$ cat src/core/irmr_pkg.sv
// package of constants, types and state record for the ir manchester receiver
package irmr_pkg;

	// ==========================================================
	// register word offsets (byte addresses)
	localparam logic [7:0] IRMR_OFF_CTRL = 8'h00;
	localparam logic [7:0] IRMR_OFF_DTHR = 8'h04;
	localparam logic [7:0] IRMR_OFF_GTHR = 8'h08;
	localparam logic [7:0] IRMR_OFF_STAT = 8'h0C;
	localparam logic [7:0] IRMR_OFF_SHIFT = 8'h10;
	localparam logic [7:0] IRMR_OFF_RDATA = 8'h14;

	// ==========================================================
	// control word fields
	localparam int IRMR_CTRL_EN = 0;
	localparam int IRMR_CTRL_FMT = 1;
	localparam int IRMR_CTRL_ORDER = 2;
	localparam int IRMR_CTRL_PER = 4;
	localparam int IRMR_CTRL_DPC = 8;
	localparam int IRMR_CTRL_GPC = 12;

	// threshold word fields, five bits each
	localparam int IRMR_THR_W = 5;
	localparam int IRMR_DTHR_D0L = 0;
	localparam int IRMR_DTHR_D0H = 8;
	localparam int IRMR_DTHR_D1L = 16;
	localparam int IRMR_DTHR_D1H = 24;
	localparam int IRMR_GTHR_GL = 0;
	localparam int IRMR_GTHR_GH = 8;

	// status word fields
	localparam int IRMR_STAT_FULL = 0;
	localparam int IRMR_STAT_ERR = 1;
	localparam int IRMR_STAT_END = 2;
	localparam int IRMR_STAT_GOK = 3;
	localparam int IRMR_STAT_HOLD = 4;
	localparam int IRMR_STAT_BCNT = 8;

	// ==========================================================
	// timing constants
	localparam logic [5:0] IRMR_PTC_MAX = 6'h3F;
	localparam logic [1:0] IRMR_NORMAL_BITS = 2'h3;
	localparam logic [2:0] IRMR_BYTE_LAST = 3'h7;
	localparam int IRMR_PRE_W = 12;

	// ==========================================================
	// types
	typedef enum logic [2:0] {
		IRMR_IDLE,
		IRMR_GUIDE,
		IRMR_LEAD,
		IRMR_BIT,
		IRMR_HOLD
	} irmr_st_type;

	// stretch stage of format E
	typedef enum logic [1:0] {
		IRMR_STG_NORMAL,
		IRMR_STG_HALF,
		IRMR_STG_DONE
	} irmr_stg_type;

	typedef struct packed {
		logic [4:0] d0l;
		logic [4:0] d0h;
		logic [4:0] d1l;
		logic [4:0] d1h;
		logic [4:0] gl;
		logic [4:0] gh;
	} irmr_thr_type;

	typedef struct packed {
		logic en;
		logic fmt_e;
		logic order;
		logic [2:0] per;
		logic [1:0] dpc;
		logic [1:0] gpc;
	} irmr_cfg_type;

	typedef struct packed {
		logic full;
		logic err;
		logic reception_end_flag;
		logic gok;
		logic hold;
	} irmr_flag_type;

	typedef struct packed {
		irmr_st_type st;
		irmr_stg_type stage;
		logic ack;
		logic [31:0] dat;
		irmr_cfg_type cfg;
		irmr_thr_type thr;
		irmr_flag_type flg;
		logic [IRMR_PRE_W-1:0] pre;
		logic [5:0] ptc;
		logic half;
		logic [1:0] ncnt;
		logic ir_d;
		logic s_prev;
		logic s1;
		logic first;
		logic late;
		logic [7:0] sft;
		logic [7:0] rdat;
		logic [7:0] bcnt;
	} irmr_state_type;

endpackage

$ cat src/core/irmr_receiver.sv
// manchester infrared receiver (formats D and E) with a wishbone slave
//
// Contract
// - four timing points from programmed thresholds
// - timing four at (data1 high plus one)
// - sample at timings one and three
// - format D rising edge clears shift, count
// - decode at timing two, first bit high
// - shift bits, every eighth moves byte out
// - format D error flags, idles for edge
// - format D edge after timing three restarts
// - format D end sets flags, read resumes
// - format E guide rising-to-rising window check
// - guide ok clears counter, shift, count
// - leading phase needs edge before timing three
// - format E error flags, idles for guide
// - format E edge after timing three restarts
// - fourth bit doubles the time base length (half rate)
// - next bit restores full-rate time base
// - following phase needs edge before timing three
// - then normal cycles until reception end
// - format E end sets flags, read resumes
// - bit order select chooses lsb or msb
// - time base is 2^(period plus count) clocks
// - bit counter counts every decoded bit
//
// The Wishbone interface to the registers and the register addresses were decided locally.
`timescale 1ns/1ns

module irmr_receiver
	import irmr_pkg::*;
(
	input wire logic clk_i,
	input wire logic rst_i,
	input wire logic [7:0] wb_adr_i,
	input wire logic [31:0] wb_dat_i,
	input wire logic [3:0] wb_sel_i,
	input wire logic wb_we_i,
	input wire logic wb_cyc_i,
	input wire logic wb_stb_i,
	output logic [31:0] wb_dat_o,
	output logic wb_ack_o,
	input wire logic ir_i
);

	// ==========================================================
	// helpers

	// time base length in clocks minus one; half rate doubles it
	function automatic logic [IRMR_PRE_W-1:0] tb_limit(
		input logic [2:0] per,
		input logic [1:0] cnt,
		input logic half
	);
		logic [3:0] sh;
		logic [IRMR_PRE_W-1:0] one;
		sh = 4'({1'b0, per}) + 4'({2'b00, cnt}) + 4'({3'b000, half});
		one = {{(IRMR_PRE_W-1){1'b0}}, 1'b1};
		tb_limit = (one << sh) - one;
	endfunction

	// a threshold value n stands for n plus one periods
	function automatic logic [5:0] thr_cnt(input logic [4:0] t);
		thr_cnt = {1'b0, t} + 6'h01;
	endfunction

	function automatic logic [31:0] wb_merge(
		input logic [31:0] old,
		input logic [31:0] wr,
		input logic [3:0] sel
	);
		logic [31:0] m;
		m = old;
		for (int i = 0; i < 4; i++) begin
			if (sel[i]) begin
				m[i*8 +: 8] = wr[i*8 +: 8];
			end
		end
		wb_merge = m;
	endfunction

	function automatic logic [7:0] shift_in(
		input logic [7:0] s,
		input logic b,
		input logic msb_first
	);
		if (msb_first) begin
			shift_in = {s[6:0], b};
		end else begin
			shift_in = {b, s[7:1]};
		end
	endfunction

	// ==========================================================
	// state

	irmr_state_type r;
	irmr_state_type n;

	logic req;
	logic rd_go;
	logic wr_go;
	logic edge_seen;
	logic rise;
	logic tick;
	logic [5:0] inc;
	logic at1;
	logic at2;
	logic at3;
	logic at4;
	logic restart;
	logic ok;
	logic dbit;
	logic [7:0] shifted;
	logic [31:0] ctrl_w;
	logic [31:0] dthr_w;
	logic [31:0] gthr_w;
	logic [31:0] stat_w;
	logic [31:0] mw;
	irmr_flag_type fset;
	irmr_flag_type fclr;

	always_comb begin
		n = r;
		n.ack = 1'b0;
		restart = 1'b0;
		ok = 1'b0;
		dbit = 1'b0;
		shifted = r.sft;
		fset = '0;
		fclr = '0;
		mw = '0;

		// register images
		ctrl_w = '0;
		ctrl_w[IRMR_CTRL_EN] = r.cfg.en;
		ctrl_w[IRMR_CTRL_FMT] = r.cfg.fmt_e;
		ctrl_w[IRMR_CTRL_ORDER] = r.cfg.order;
		ctrl_w[IRMR_CTRL_PER +: 3] = r.cfg.per;
		ctrl_w[IRMR_CTRL_DPC +: 2] = r.cfg.dpc;
		ctrl_w[IRMR_CTRL_GPC +: 2] = r.cfg.gpc;
		dthr_w = '0;
		dthr_w[IRMR_DTHR_D0L +: IRMR_THR_W] = r.thr.d0l;
		dthr_w[IRMR_DTHR_D0H +: IRMR_THR_W] = r.thr.d0h;
		dthr_w[IRMR_DTHR_D1L +: IRMR_THR_W] = r.thr.d1l;
		dthr_w[IRMR_DTHR_D1H +: IRMR_THR_W] = r.thr.d1h;
		gthr_w = '0;
		gthr_w[IRMR_GTHR_GL +: IRMR_THR_W] = r.thr.gl;
		gthr_w[IRMR_GTHR_GH +: IRMR_THR_W] = r.thr.gh;
		stat_w = '0;
		stat_w[IRMR_STAT_FULL] = r.flg.full;
		stat_w[IRMR_STAT_ERR] = r.flg.err;
		stat_w[IRMR_STAT_END] = r.flg.reception_end_flag;
		stat_w[IRMR_STAT_GOK] = r.flg.gok;
		stat_w[IRMR_STAT_HOLD] = r.flg.hold;
		stat_w[IRMR_STAT_BCNT +: 8] = r.bcnt;

		// ==========================================================
		// wishbone slave: answer one cycle after the request,
		// act on the edge at which the master sees ack
		req = wb_cyc_i & wb_stb_i;
		rd_go = req & r.ack & ~wb_we_i;
		wr_go = req & r.ack & wb_we_i;
		if (req & ~r.ack) begin
			n.ack = 1'b1;
		end
		// load read data only on reads: it stands until the next read
		if (req & ~r.ack & ~wb_we_i) begin
			case (wb_adr_i)
				IRMR_OFF_CTRL: n.dat = ctrl_w;
				IRMR_OFF_DTHR: n.dat = dthr_w;
				IRMR_OFF_GTHR: n.dat = gthr_w;
				IRMR_OFF_STAT: n.dat = stat_w;
				IRMR_OFF_SHIFT: n.dat = {24'h000000, r.sft};
				IRMR_OFF_RDATA: n.dat = {24'h000000, r.rdat};
				default: n.dat = 32'h00000000;
			endcase
		end
		if (wr_go) begin
			case (wb_adr_i)
				IRMR_OFF_CTRL: begin
					mw = wb_merge(ctrl_w, wb_dat_i, wb_sel_i);
					n.cfg.en = mw[IRMR_CTRL_EN];
					n.cfg.fmt_e = mw[IRMR_CTRL_FMT];
					n.cfg.order = mw[IRMR_CTRL_ORDER];
					n.cfg.per = mw[IRMR_CTRL_PER +: 3];
					n.cfg.dpc = mw[IRMR_CTRL_DPC +: 2];
					n.cfg.gpc = mw[IRMR_CTRL_GPC +: 2];
				end
				IRMR_OFF_DTHR: begin
					mw = wb_merge(dthr_w, wb_dat_i, wb_sel_i);
					n.thr.d0l = mw[IRMR_DTHR_D0L +: IRMR_THR_W];
					n.thr.d0h = mw[IRMR_DTHR_D0H +: IRMR_THR_W];
					n.thr.d1l = mw[IRMR_DTHR_D1L +: IRMR_THR_W];
					n.thr.d1h = mw[IRMR_DTHR_D1H +: IRMR_THR_W];
				end
				IRMR_OFF_GTHR: begin
					mw = wb_merge(gthr_w, wb_dat_i, wb_sel_i);
					n.thr.gl = mw[IRMR_GTHR_GL +: IRMR_THR_W];
					n.thr.gh = mw[IRMR_GTHR_GH +: IRMR_THR_W];
				end
				IRMR_OFF_STAT: begin
					// write one to clear; hold only clears by reading shift
					mw = wb_merge(32'h00000000, wb_dat_i, wb_sel_i);
					fclr.full = mw[IRMR_STAT_FULL];
					fclr.err = mw[IRMR_STAT_ERR];
					fclr.reception_end_flag = mw[IRMR_STAT_END];
					fclr.gok = mw[IRMR_STAT_GOK];
				end
				default: begin
				end
			endcase
		end

		// ==========================================================
		// time base and pulse time counter
		edge_seen = ir_i ^ r.ir_d;
		rise = ir_i & ~r.ir_d;
		n.ir_d = ir_i;
		if (r.st == IRMR_GUIDE) begin
			tick = (r.pre == tb_limit(r.cfg.per, r.cfg.gpc, 1'b0));
		end else begin
			tick = (r.pre == tb_limit(r.cfg.per, r.cfg.dpc, r.half));
		end
		n.pre = tick ? '0 : r.pre + 1'b1;
		inc = (r.ptc == IRMR_PTC_MAX) ? r.ptc : r.ptc + 6'h01;
		if (tick) begin
			n.ptc = inc;
		end
		at1 = tick && (inc == thr_cnt(r.thr.d0l));
		at2 = tick && (inc == thr_cnt(r.thr.d0h));
		at3 = tick && (inc == thr_cnt(r.thr.d1l));
		at4 = tick && (inc == thr_cnt(r.thr.d1h));

		// ==========================================================
		// receive sequencer
		case (r.st)
			IRMR_IDLE: begin
				n.late = 1'b0;
				if (r.cfg.en && rise) begin
					restart = 1'b1;
					if (r.cfg.fmt_e) begin
						n.st = IRMR_GUIDE;
					end else begin
						n.sft = '0;
						n.bcnt = '0;
						n.first = 1'b1;
						n.half = 1'b0;
						n.st = IRMR_BIT;
					end
				end
			end
			IRMR_GUIDE: begin
				if (rise) begin
					// a guide out of its window restarts timing here
					restart = 1'b1;
					if (r.ptc >= thr_cnt(r.thr.gl) &&
						r.ptc < thr_cnt(r.thr.gh)) begin
						fset.gok = 1'b1;
						n.sft = '0;
						n.bcnt = '0;
						n.first = 1'b0;
						n.half = 1'b0;
						n.ncnt = '0;
						n.stage = IRMR_STG_NORMAL;
						n.late = 1'b0;
						n.st = IRMR_LEAD;
					end
				end
			end
			IRMR_LEAD: begin
				if (at1) begin
					n.s_prev = ir_i;
					n.late = 1'b1;
				end
				if (r.late && edge_seen) begin
					restart = 1'b1;
					n.late = 1'b0;
					n.st = IRMR_BIT;
				end else if (at3) begin
					fset.err = 1'b1;
					n.st = IRMR_IDLE;
				end
			end
			IRMR_BIT: begin
				if (at1) begin
					n.s1 = ir_i;
				end
				if (at2) begin
					if (r.first) begin
						ok = r.s1;
						dbit = 1'b1;
					end else begin
						ok = (r.s_prev != r.s1);
						dbit = r.s1;
					end
					if (!ok) begin
						fset.err = 1'b1;
						n.st = IRMR_IDLE;
					end else begin
						n.first = 1'b0;
						shifted = shift_in(r.sft, dbit, r.cfg.order);
						n.bcnt = r.bcnt + 8'h01;
						if (r.bcnt[2:0] == IRMR_BYTE_LAST) begin
							n.rdat = shifted;
							n.sft = '0;
							fset.full = 1'b1;
						end else begin
							n.sft = shifted;
						end
						if (r.cfg.fmt_e &&
							r.stage == IRMR_STG_NORMAL &&
							r.ncnt == IRMR_NORMAL_BITS) begin
							n.half = 1'b1;
							n.stage = IRMR_STG_HALF;
							restart = 1'b1;
							n.st = IRMR_LEAD;
						end else if (r.cfg.fmt_e &&
							r.stage == IRMR_STG_HALF) begin
							n.half = 1'b0;
							n.stage = IRMR_STG_DONE;
							restart = 1'b1;
							n.st = IRMR_LEAD;
						end else if (r.ncnt != IRMR_NORMAL_BITS) begin
							n.ncnt = r.ncnt + 2'h1;
						end
					end
				end
				if (at3 && r.st == n.st) begin
					n.s_prev = ir_i;
					n.late = 1'b1;
				end
				if (r.late && edge_seen) begin
					// mid-bit edge: next bit cycle
					restart = 1'b1;
					n.late = 1'b0;
				end else if (r.late && at4) begin
					fset.reception_end_flag = 1'b1;
					fset.hold = 1'b1;
					n.late = 1'b0;
					n.st = IRMR_HOLD;
				end
			end
			IRMR_HOLD: begin
				// suspended until software reads the shift register
				n.late = 1'b0;
			end
			default: begin
				n.st = IRMR_IDLE;
			end
		endcase

		if (restart) begin
			n.ptc = '0;
			n.pre = '0;
		end

		// reading the shift register resumes reception
		if (rd_go && wb_adr_i == IRMR_OFF_SHIFT) begin
			fclr.hold = 1'b1;
			if (r.st == IRMR_HOLD) begin
				n.st = IRMR_IDLE;
			end
		end
		if (!r.cfg.en) begin
			n.st = IRMR_IDLE;
		end

		// a hardware set in the same cycle as a clear wins
		n.flg = (r.flg & ~fclr) | fset;
	end

	always_ff @(posedge clk_i) begin
		if (rst_i) begin
			r <= '0;
		end else begin
			r <= n;
		end
	end

	assign wb_dat_o = r.dat;
	assign wb_ack_o = r.ack;

endmodule

$ cat config.mk
export PLATFORM = sky130hd
export DESIGN_NAME = irmr_receiver
export DESIGN_NICKNAME = d
export VERILOG_FILES = /design/src/core/irmr_pkg.sv /design/src/core/irmr_receiver.sv
export SDC_FILE = /design/constraint.sdc
export NUM_CORES = 1
export LEC_CHECK = 0
export ABC_AREA = 1
export BUFFER_PORTS_ARGS = -buffer_cell sky130_fd_sc_hd__buf_2
export CORE_MARGIN = 1.5
export CORE_UTILIZATION = 25
export DETAILED_ROUTE_END_ITERATION = 12
export GPL_TIMING_DRIVEN = 0
export PLACE_DENSITY = 0.49
export SETUP_SLACK_MARGIN = 0.05
export SKIP_LAST_GASP = 1
export SLEW_MARGIN = 30
export SYNTH_ARGS = -nofsm -noshare
export SYNTH_HDL_FRONTEND = slang
export SYNTH_SLANG_ARGS = --single-unit
$ cat constraint.sdc
create_clock -name clk_i -period 4.8 [get_ports clk_i]
set_input_delay 0.96 -clock clk_i [delete_from_list [all_inputs] [get_ports clk_i]]
set_output_delay 0.96 -clock clk_i [all_outputs]
set_load 0.005 [all_outputs]
Word-level counts from Yosys, hierarchy flattened
Cells that the tools add are included.
Widths: inputs -> output; s select.
{"block": "word_totals", "ff_bits": 133, "out_inout_bits": 33}
{"block": "op_classes", "add_sub_neg": 15, "n_lt_le_gt_ge": 2, "n_eq_ne": 36, "shift": 2, "n_mux": 93, "n_bitwise": 15, "n_reduce_logical": 40}
{"cell": "$pmux 29 s6", "count": 1}
{"cell": "$mux 8", "count": 7}
{"cell": "$mux 24", "count": 2}
{"cell": "$pmux 8 s3", "count": 2}
{"cell": "$mux 1", "count": 42}
{"cell": "$add 5x1->6 const B", "count": 6}
{"cell": "$mux 3", "count": 12}
{"cell": "$mux 5", "count": 6}
{"cell": "$reduce_and 3->1", "count": 9}
{"cell": "$eq 12x12->1", "count": 2}
{"cell": "$eq 6x6->1", "count": 4}
{"cell": "$shl 1x4->12 const A", "count": 2}
{"cell": "$sub 12x1->12 const B", "count": 2}
{"cell": "$ne 2x2->1 const B", "count": 11}
{"cell": "$mux 10", "count": 2}
{"cell": "$eq 8x4->1 const B", "count": 2}
{"cell": "$eq 8x5->1 const B", "count": 2}
{"cell": "$reduce_and 8->1", "count": 2}
{"cell": "$pmux 3 s5", "count": 1}
{"cell": "$logic_and 1x1->1", "count": 13}
{"cell": "$add 12x1->12 const B", "count": 1}
{"cell": "$mux 2", "count": 6}
{"cell": "$mux 4", "count": 3}
{"cell": "$add 3x2->4", "count": 2}
{"cell": "other kinds (42)", "count": 61}

Logic depth before layout (Yosys ltp)
Gate-level depths: netlist (run 1).
{"block": "depth", "depth_word": 18, "ltp_mapped": 29, "depth_no_buf": 28}

Worst setup path before layout (run 1)
No wires, ideal clock.
{"block": "synth_timing", "kind": "reg2reg", "from": "reg r[31] (netlist bit)", "to": "reg r[5] (netlist bit)", "t_arrival_ps": 3352, "slack_ps": 1331, "stages_incl_launch_ff": 26, "path_buffers": 1, "cell_sequence": "dfxtp_1 fa_1 inv_1 fa_1 nand2_1 nand2_1 nand2_1 inv_1 nand2_1 ha_1 xor2_1 nand3b_1 nand2_1 nor2_1 nand2_1 nor2_1 nand2_1 nor2_2 nand2_1 nand2_1 nand2_1 clkinv_2 nand2_4 buf_6 a31oi_1 nor2_1"}
{"block": "synth_between", "elab_chain_cells": 8}
{"element": "from (decl)", "line": "irmr_receiver.sv:97", "rtl": "irmr_state_type r;"}
{"element": "from (signal assigned)", "line": "irmr_receiver.sv:377", "rtl": "r <= n;"}
{"element": "$add 4x1->4", "line": "irmr_receiver.sv:57", "rtl": "sh = 4'({1'b0, per}) + 4'({2'b00, cnt}) + 4'({3'b000, half});"}
{"element": "$shl 1x4->12", "line": "irmr_receiver.sv:59", "rtl": "tb_limit = (one << sh) - one;"}
{"element": "$sub 12x1->12", "line": "irmr_receiver.sv:59"}
{"element": "$eq 12x12->1", "line": "irmr_receiver.sv:223", "rtl": "tick = (r.pre == tb_limit(r.cfg.per, r.cfg.dpc, r.half));"}
{"element": "$mux 1", "line": "irmr_receiver.sv:220", "rtl": "if (r.st == IRMR_GUIDE) begin"}
{"element": "$logic_and 1x1->1", "line": "irmr_receiver.sv:231", "rtl": "at2 = tick && (inc == thr_cnt(r.thr.d0h));"}
{"element": "$ne 2x2->1 (no source line)"}
{"element": "$reduce_and 7->1 (no source line)"}
No other way between the ends.
A chain may end at the register's enable or synchronous reset.

Worst setup path after layout (run 1)
{"block": "layout_timing", "from": "reg r, in the netlist ctrl_w[4]", "to": "reg r[21] (netlist bit)"}
{"block": "layout_between", "elab_chain_cells": 9, "elab_cells_between_ends": 13, "classes_between": "add/sub (5); eq/ne (3); shift (2); mux (1); reduce/logical (2)"}
{"element": "$add 3x2->4", "line": "irmr_receiver.sv:57"}
{"element": "$add 4x1->4", "line": "irmr_receiver.sv:57"}
{"element": "$shl 1x4->12", "line": "irmr_receiver.sv:59"}
{"element": "$sub 12x1->12", "line": "irmr_receiver.sv:59"}
{"element": "$eq 12x12->1", "line": "irmr_receiver.sv:223"}
{"element": "$mux 1 *", "line": "irmr_receiver.sv:220"}
{"element": "$logic_and 1x1->1 *", "line": "irmr_receiver.sv:231"}
{"element": "$ne 2x2->1 (no source line) *"}
{"element": "$reduce_and 7->1 (no source line) *"}
Every way passes the cells marked *; elsewhere a longest branch is shown, timed or not.

==> results of run 1 <==
[logic make-up (layout without fill, tap and decap cells)]
group | count (synthesis) | in the layout | share of synthesized area, %
flip-flops | 127 | 127 | 32.45
AO/OA/AOI/OAI | 233 | 233 | 16.37
buffers and inverters | 195 | 295 | 11.23
AND/OR/NAND/NOR | 533 | 533 | 29.69
adder cells (fa/ha/maj) | 30 | 30 | 5.078
XOR/XNOR | 46 | 46 | 5.142
other | 1 | 6 | 0.04786
[final cells by class]
cell class                 instances  area (sq um)  area share (%)
buffer                            61         375.4           4.039
clock buffer                      19         432.9           4.659
clock inverter                    13         151.4           1.629
inverter                         134         504.2           5.426
multi-input combinational        848          4448           47.87
sequential                       127          2542           27.36
tap                              396         495.5           5.332
timing repair buffer              68         342.8           3.689
[per-layer routing]
layer	vias to the layer above	share of wire (%)	track usage, %
met4	0	1.5	4.571
met1	3660	46	21.11
met5	-	0	0
met2	190	48	27.83
li1	4007	-	-
met3	23	4.6	2.708
[power by group]
group / leakage (uW) / internal (uW) / total, uW / switching [uW]
sequential: 0.00102 / 1060 / 1060 / 6.71
combinational: 0.00271 / 51.5 / 155 / 104
clock: 0.000272 / 776 / 1320 / 543
[registers in the layout (all words and copies together) (netlist names)]
signal,cells
dthr_w,20
r,60
ctrl_w,10
wb_dat_o,26
gthr_w,10
wb_ack_o,1
[placed cells by master, fill, tap and decap left out, types with 5 or more instances in the layout]
| cell type | netlist | final |
|---|---|---|
| dfxtp_1 | 127 | 127 |
| o21ai_0 | 90 | 90 |
| a221oi_1 | 5 | 5 |
| nand4_1 | 20 | 20 |
| nor2_1 | 119 | 119 |
| buf_4 | 34 | 35 |
| xnor2_1 | 5 | 5 |
| o21a_1 | 5 | 5 |
| conb_1 | 1 | 6 |
| o22ai_1 | 7 | 7 |
| nor3_1 | 32 | 31 |
| a21oi_1 | 96 | 96 |
| xor2_1 | 41 | 41 |
| nor4_1 | 6 | 5 |
| clkbuf_1 | 19 | 21 |
| clkbuf_16 | 0 | 17 |
| inv_2 | 7 | 7 |
| nand2_2 | 6 | 6 |
| inv_1 | 124 | 124 |
| a31oi_1 | 9 | 9 |
| ha_1 | 27 | 27 |
| buf_2 | 3 | 70 |
| nand3_1 | 83 | 83 |
| nand2_1 | 245 | 245 |
| inv_6 | 0 | 7 |
[tightest hold or removal path: cells and delay by family (launching register included)]
kind | cells | cell delay [ns]
AO/OA/AOI/OAI | 1 | 0.05
buffers and inverters | 1 | 0.04
flip-flops | 1 | 0.31
[metrics by stage]
stage / worst slack, ns / cell area (sq um)
after detailed placement: 0.4228 / 8691
after CTS: 0.4042 / 9275
after floorplan: 1.331 / 7854
after global routing: 0.05862 / 9293
final: 0.4979 / 9293
after global placement: 0.3942 / 8680
[what timing repair did]
item | CTS | global route
endpoints found under the setup margin | 0 | 27
hold endpoints to repair | 0 | 0
buffers inserted | 0 | 1
gates resized for setup | 0 | 2
[worst max path at each step]
stage	endpoint	slack (ns)	cells after the start
2_1_floorplan	r[5]$_SDFFE_PP0P_	1.33	25
3_3_place_gp	r[14]$_SDFFE_PP0P_	0.39	23
3_5_place_dp	r[41]$_SDFF_PP0_	0.42	23
4_1_cts	r[48]$_SDFF_PP0_	0.40	23
5_1_grt	r[22]$_SDFFE_PP0P_	0.06	22
6_report	r[21]$_SDFFE_PP0P_	0.50	22
==> impl_metrics.tcl, run 1 <==
set metrics [dict create \
    cp.required_ns 5.17 \
    grt_max_degree 17 \
    finalCriticalPeriod_ns 4.302 \
    die_h_um 180.0 \
    crit-reg2reg-launch "ctrl_w[4]$_SDFFE_PP0P_" \
    cp-start-kind "flip-flop" \
    worstRegToRegCells 22 \
    synth_top_cells_by_count "nand2_1 (245), dfxtp_1 (127), inv_1 (124)" \
    hold_class "reg2reg" \
    cpPeakStageDelay_ns 0.50 \
    layout.nets 1337 \
    crit_start "ctrl_w[4]$_SDFFE_PP0P_" \
    grt_pass1_vias 7586 \
    cap_viol_max_count 0 \
    r2r_slack_ns 0.50 \
    num_rows 64 \
    crit_fanout 8 \
    syn_area_sq_um 7835 \
    placed_cells 1633 \
    hold_viol 0 \
    cts_root_buffer "clkbuf_16" \
    antenna_found_initial 0 \
    crit_path_end_kind "flip-flop" \
    core_sq_um 30750 \
    ys_seq_area_share_pct 32.45 \
    finalWeightedCongestion 0.8726 \
    synth_edf_count 0 \
    synth_cell_types 52 \
    synthArstFlopShare_pct 0 \
    leakagePower_uw 0.004004 \
    drv_slew 0 \
    die_area_sq_um 32410 \
    fin_cells 1666 \
    viasPerCell 4.730 \
    ant_nets 0 \
    ys_warn_count 0 \
    finalWirelength_mm 25.81 \
    die_width_um 180.0 \
    clk_pin_slew_worst_paths_ns 0.06 \
    layout-drive-gt1-share_pct 13.31 \
    fin_hold_ws_ns 0.4562 \
    start_util_pct 25.48 \
    drtPass1Iterations 7 \
    path_cells "fa_1, inv_1, fa_1, nand2_1, nand2_1, nand2_1, inv_1, nand2_1, ha_1, xor2_1, nand3b_1, nand2_1, nor2_1, nand2_1, nor2_1, nand2_1, nor2_2, nand4_1, buf_4, nor2_1, a21oi_1, nor2_1" \
    whs_path_depth 2 \
    period_share_pct 89.63 \
    ys_seq_elements 127 \
    synth_top_area_cell "dfxtp_1" \
    vdd_drop_max_v 0.0002002 \
    cts.path.max_buffers 2 \
    track_usage_pct 16.28 \
    rr_endpoint "r[21]$_SDFFE_PP0P_" \
    min_from "r[10]$_SDFFE_PP0P_" \
    cts.htree.levels 4 \
    slew_headroom_pct 41.83 \
    synth_top_area_share_pct 32.45 \
    numPortBuffers 66 \
    tns_ns 0 \
    io_pins 83 \
    grt_pass1_wl_mm 41.43 \
    drc_errors 0 \
    syn_inst 1165 \
    drt_iter0_markers 644 \
    critPathBufInv 3 \
    syn2layout_area_growth_pct 18.60 \
    max_freq_mhz 232.4 \
    p_total_uw 2539 \
    crit_family "simple AND/OR/NAND/NOR gates" \
    antennaDiodeCount 0 \
    synth.area.top_cells "dfxtp_1 (32%), nand2_1 (12%), a21oi_1 (6.1%)" \
    post-route-util_pct 30.22 \
    cts-hold-fix-buffers 0 \
    cts-buffers-inserted 17 \
    worstMarginPinSlew_ns 0.8645 \
    outcome "finished clean" \
    vias 7880 \
    cts_tree "yes" \
    dp_hpwl_mm 20.21 \
    fin_skew_ns 0.01488 \
    rsz0062_at_grt "no" \
    worst_ep_arrival_time_ns 4.67 \
    setup_viol 0 \
    hold-path-endpoint "r[10]$_SDFFE_PP0P_" \
    clk_latency_ns 0.43 \
    critical_path_class "reg2reg" \
    crit_top_cell "nand2_1" \
    p_per_area_nw_per_um2 273.2 \
    syn_avg_cell_area_sq_um 6.725 \
    slowest_stage "nor2_1" \
    synth.most_common_cell "nand2_1" \
    synth_top_flop_cell "dfxtp_1" \
    grt_overflow 0 \
    cts.sinks 127 \
    wl_per_cell_um 15.49 \
    fillers 3439 \
]
(Power assumes the default switching activity.)
==> inputs of run 2 (changes only) <==
- GPL_TIMING_DRIVEN: 0 -> not set
- clock period: 4.8 -> 5.16 ns (I/O delays scaled with it)
==> run 2 against run 1 <==
Wire length shrank 6.7%. Global-route usage shrank 1.3 points. Worst setup slack gained 0.026 ns. Fmax shrank 7.2%. Final area shrank 3.1%. Power shrank 4.6%.
==> impl_metrics.tcl, run 2 (synthesized netlist as in run 1, its figures left out) <==
set metrics [dict create \
    cts.path.max_buffers 2 \
    crit_path_end_kind "flip-flop" \
    numPortBuffers 67 \
    cts.sinks 127 \
    antenna_found_initial 0 \
    cts-hold-fix-buffers 0 \
    core_sq_um 30750 \
    postCtsSetupRepairBufs 0 \
    internal_power_uw 1839 \
    num_rows 64 \
    finalWeightedCongestion 0.8888 \
    cts_resized 0 \
    slew_headroom_pct 45.11 \
    power_frac_comb_pct 5.5 \
    hold_viol 0 \
    p_clk_share_pct 53.6 \
    period_share_pct 89.85 \
    die_width_um 180.0 \
    ant_nets 0 \
    layout-drive-gt1-share_pct 11.26 \
    syn2layout_area_growth_pct 14.92 \
    crit_fanout 12 \
    vdd_drop_max_v 0.0001592 \
    wl_per_cell_um 14.93 \
    final_cell_mix "nand2_1 (245), dfxtp_1 (127), inv_1 (124), nor2_1 (119), a21oi_1 (96)" \
    worst_ep_arrival_time_ns 4.92 \
    use_met2_pct 26.10 \
    cts-buffers-inserted 17 \
    hold_class "reg2reg" \
    cap_viol_max_count 0 \
    power_switching_uw 582.7 \
    slowest_stage "fa_1" \
    viasPerCell 4.700 \
    cts.htree.levels 4 \
    grt_overflow 0 \
    power_switching_share_pct 24.06 \
    final_common_cell "nand2_1" \
    path_cells "fa_1, inv_1, fa_1, nand2_1, nand2_1, nand2_1, inv_1, nand2_1, ha_1, xor2_1, nand3b_1, nand2_1, nor2_1, nand2_1, nor2_1, nand2_1, nor2_2, nand4_1, o21ai_1, nor2_1, nand2_1, a21oi_1" \
    drtPass1Iterations 7 \
    post-route-util_pct 29.28 \
    drv_slew 0 \
    largest_reg_flops 60 \
    finalWirelength_mm 24.08 \
    finalCriticalPeriod_ns 4.636 \
    fin_skew_ns 0.01485 \
    leakagePower_uw 0.003846 \
    drt_iter0_markers 406 \
    io_pins 83 \
    outcome "finished clean" \
    grt_max_degree 64 \
    critical_path_class "reg2reg" \
    dp_hpwl_mm 18.19 \
    worstRegToRegCells 22 \
    grt_pass1_wl_mm 38.50 \
    cts_tree "yes" \
    max_freq_mhz 215.7 \
    vias 7581 \
    drc_errors 0 \
    cts_root_buffer "clkbuf_16" \
    tns_ns 0 \
    r2r_slack_ns 0.52 \
    cpPeakStageDelay_ns 0.45 \
    setup_viol 0 \
    cp-start-kind "flip-flop" \
    rsz0062_at_grt "no" \
    start_util_pct 25.48 \
    track_usage_pct 14.98 \
    use_met3_pct 2.324 \
    die_area_sq_um 32410 \
    layout.nets 1284 \
    crit_top_cell "nand2_1" \
    top_register "r" \
    power_frac_seq_pct 40.9 \
    antennaDiodeCount 0 \
    die_h_um 180.0 \
    clk_latency_ns 0.42 \
    top_usage_layer "met2" \
    cp.required_ns 5.45 \
    worstMarginPinSlew_ns 0.8158 \
    clk_pin_slew_worst_paths_ns 0.06 \
    p_per_area_nw_per_um2 269.0 \
    use_met1_pct 19.00 \
    whs_path_depth 2 \
    grt_pass1_vias 7209 \
]
-- run 2: cell types whose count changed in the layout (fill, tap and decap cells not counted), sizes merged --
| cell | change |
|---|---|
| buf | -34 |
| clkbuf | -19 |
| clkinv | +8 |
| inv | -6 |
| clkinvlp | -4 |
| bufinv | +2 |
-- run 2: layer usage --
layer	share of wire [%]	vias to the layer above	wire [um]
met2	48	145	11650
met3	3.3	28	784
met5	0	-	0
li1	-	3895	-
met1	47	3513	11220
met4	1.7	0	418
-- run 2: worst paths after layout --
check / endpoint / startpoint
worst max-delay path: r[41]$_SDFF_PP0_ / ctrl_w[4]$_SDFFE_PP0P_
worst min-delay path: r[10]$_SDFFE_PP0P_ / r[10]$_SDFFE_PP0P_
worst max register to register: r[41]$_SDFF_PP0_ / ctrl_w[4]$_SDFFE_PP0P_
worst min register to register: r[10]$_SDFFE_PP0P_ / r[10]$_SDFFE_PP0P_
-- run 2: final cells by class --
type | instances | area (sq um)
Multi-Input combinational cell | 848 | 4438
Timing Repair Buffer | 76 | 402.9
Inverter | 134 | 504.2
Fill cell | 3424 | 21750
Sequential cell | 127 | 2542
Clock buffer | 19 | 432.9
Clock inverter | 13 | 187.7
Tap cell | 396 | 495.5
-- run 2: critical path, delay by kind of cell, from the launching register on --
family                     cells  cell delay (ns)
DFF                            1             0.37
and+or+nand+nor               14             2.24
buffers and inverters          2             0.16
adders and majority gates      3             1.15
xor gates and xnor gates       1             0.27
AOI/OAI and AO/OA              2             0.33
-- run 2: through the flow --
step	total power (uW)	cells	cell area, sq um	setup slack (ns)	hold slack [ns]
after floorplan	1093	1170	7854	1.691	0.4238
after global placement	1145	1581	8383	0.6513	0.4383
after detailed placement	1145	1581	8383	0.6060	0.4493
after CTS	2437	1613	9004	0.5655	0.4612
after global routing	2497	1613	9004	0.06616	0.4845
final	2422	1613	9004	0.5237	0.4578
-- run 2: power groups by stage --
stage | combinational (uW) | clock, uW | sequential, uW
2_1_floorplan | 83.7 | 0 | 1010
3_3_place_gp | 133 | 0 | 1010
3_5_place_dp | 133 | 0 | 1010
4_1_cts | 133 | 1310 | 990
5_1_grt | 147 | 1360 | 990
6_report | 133 | 1300 | 990
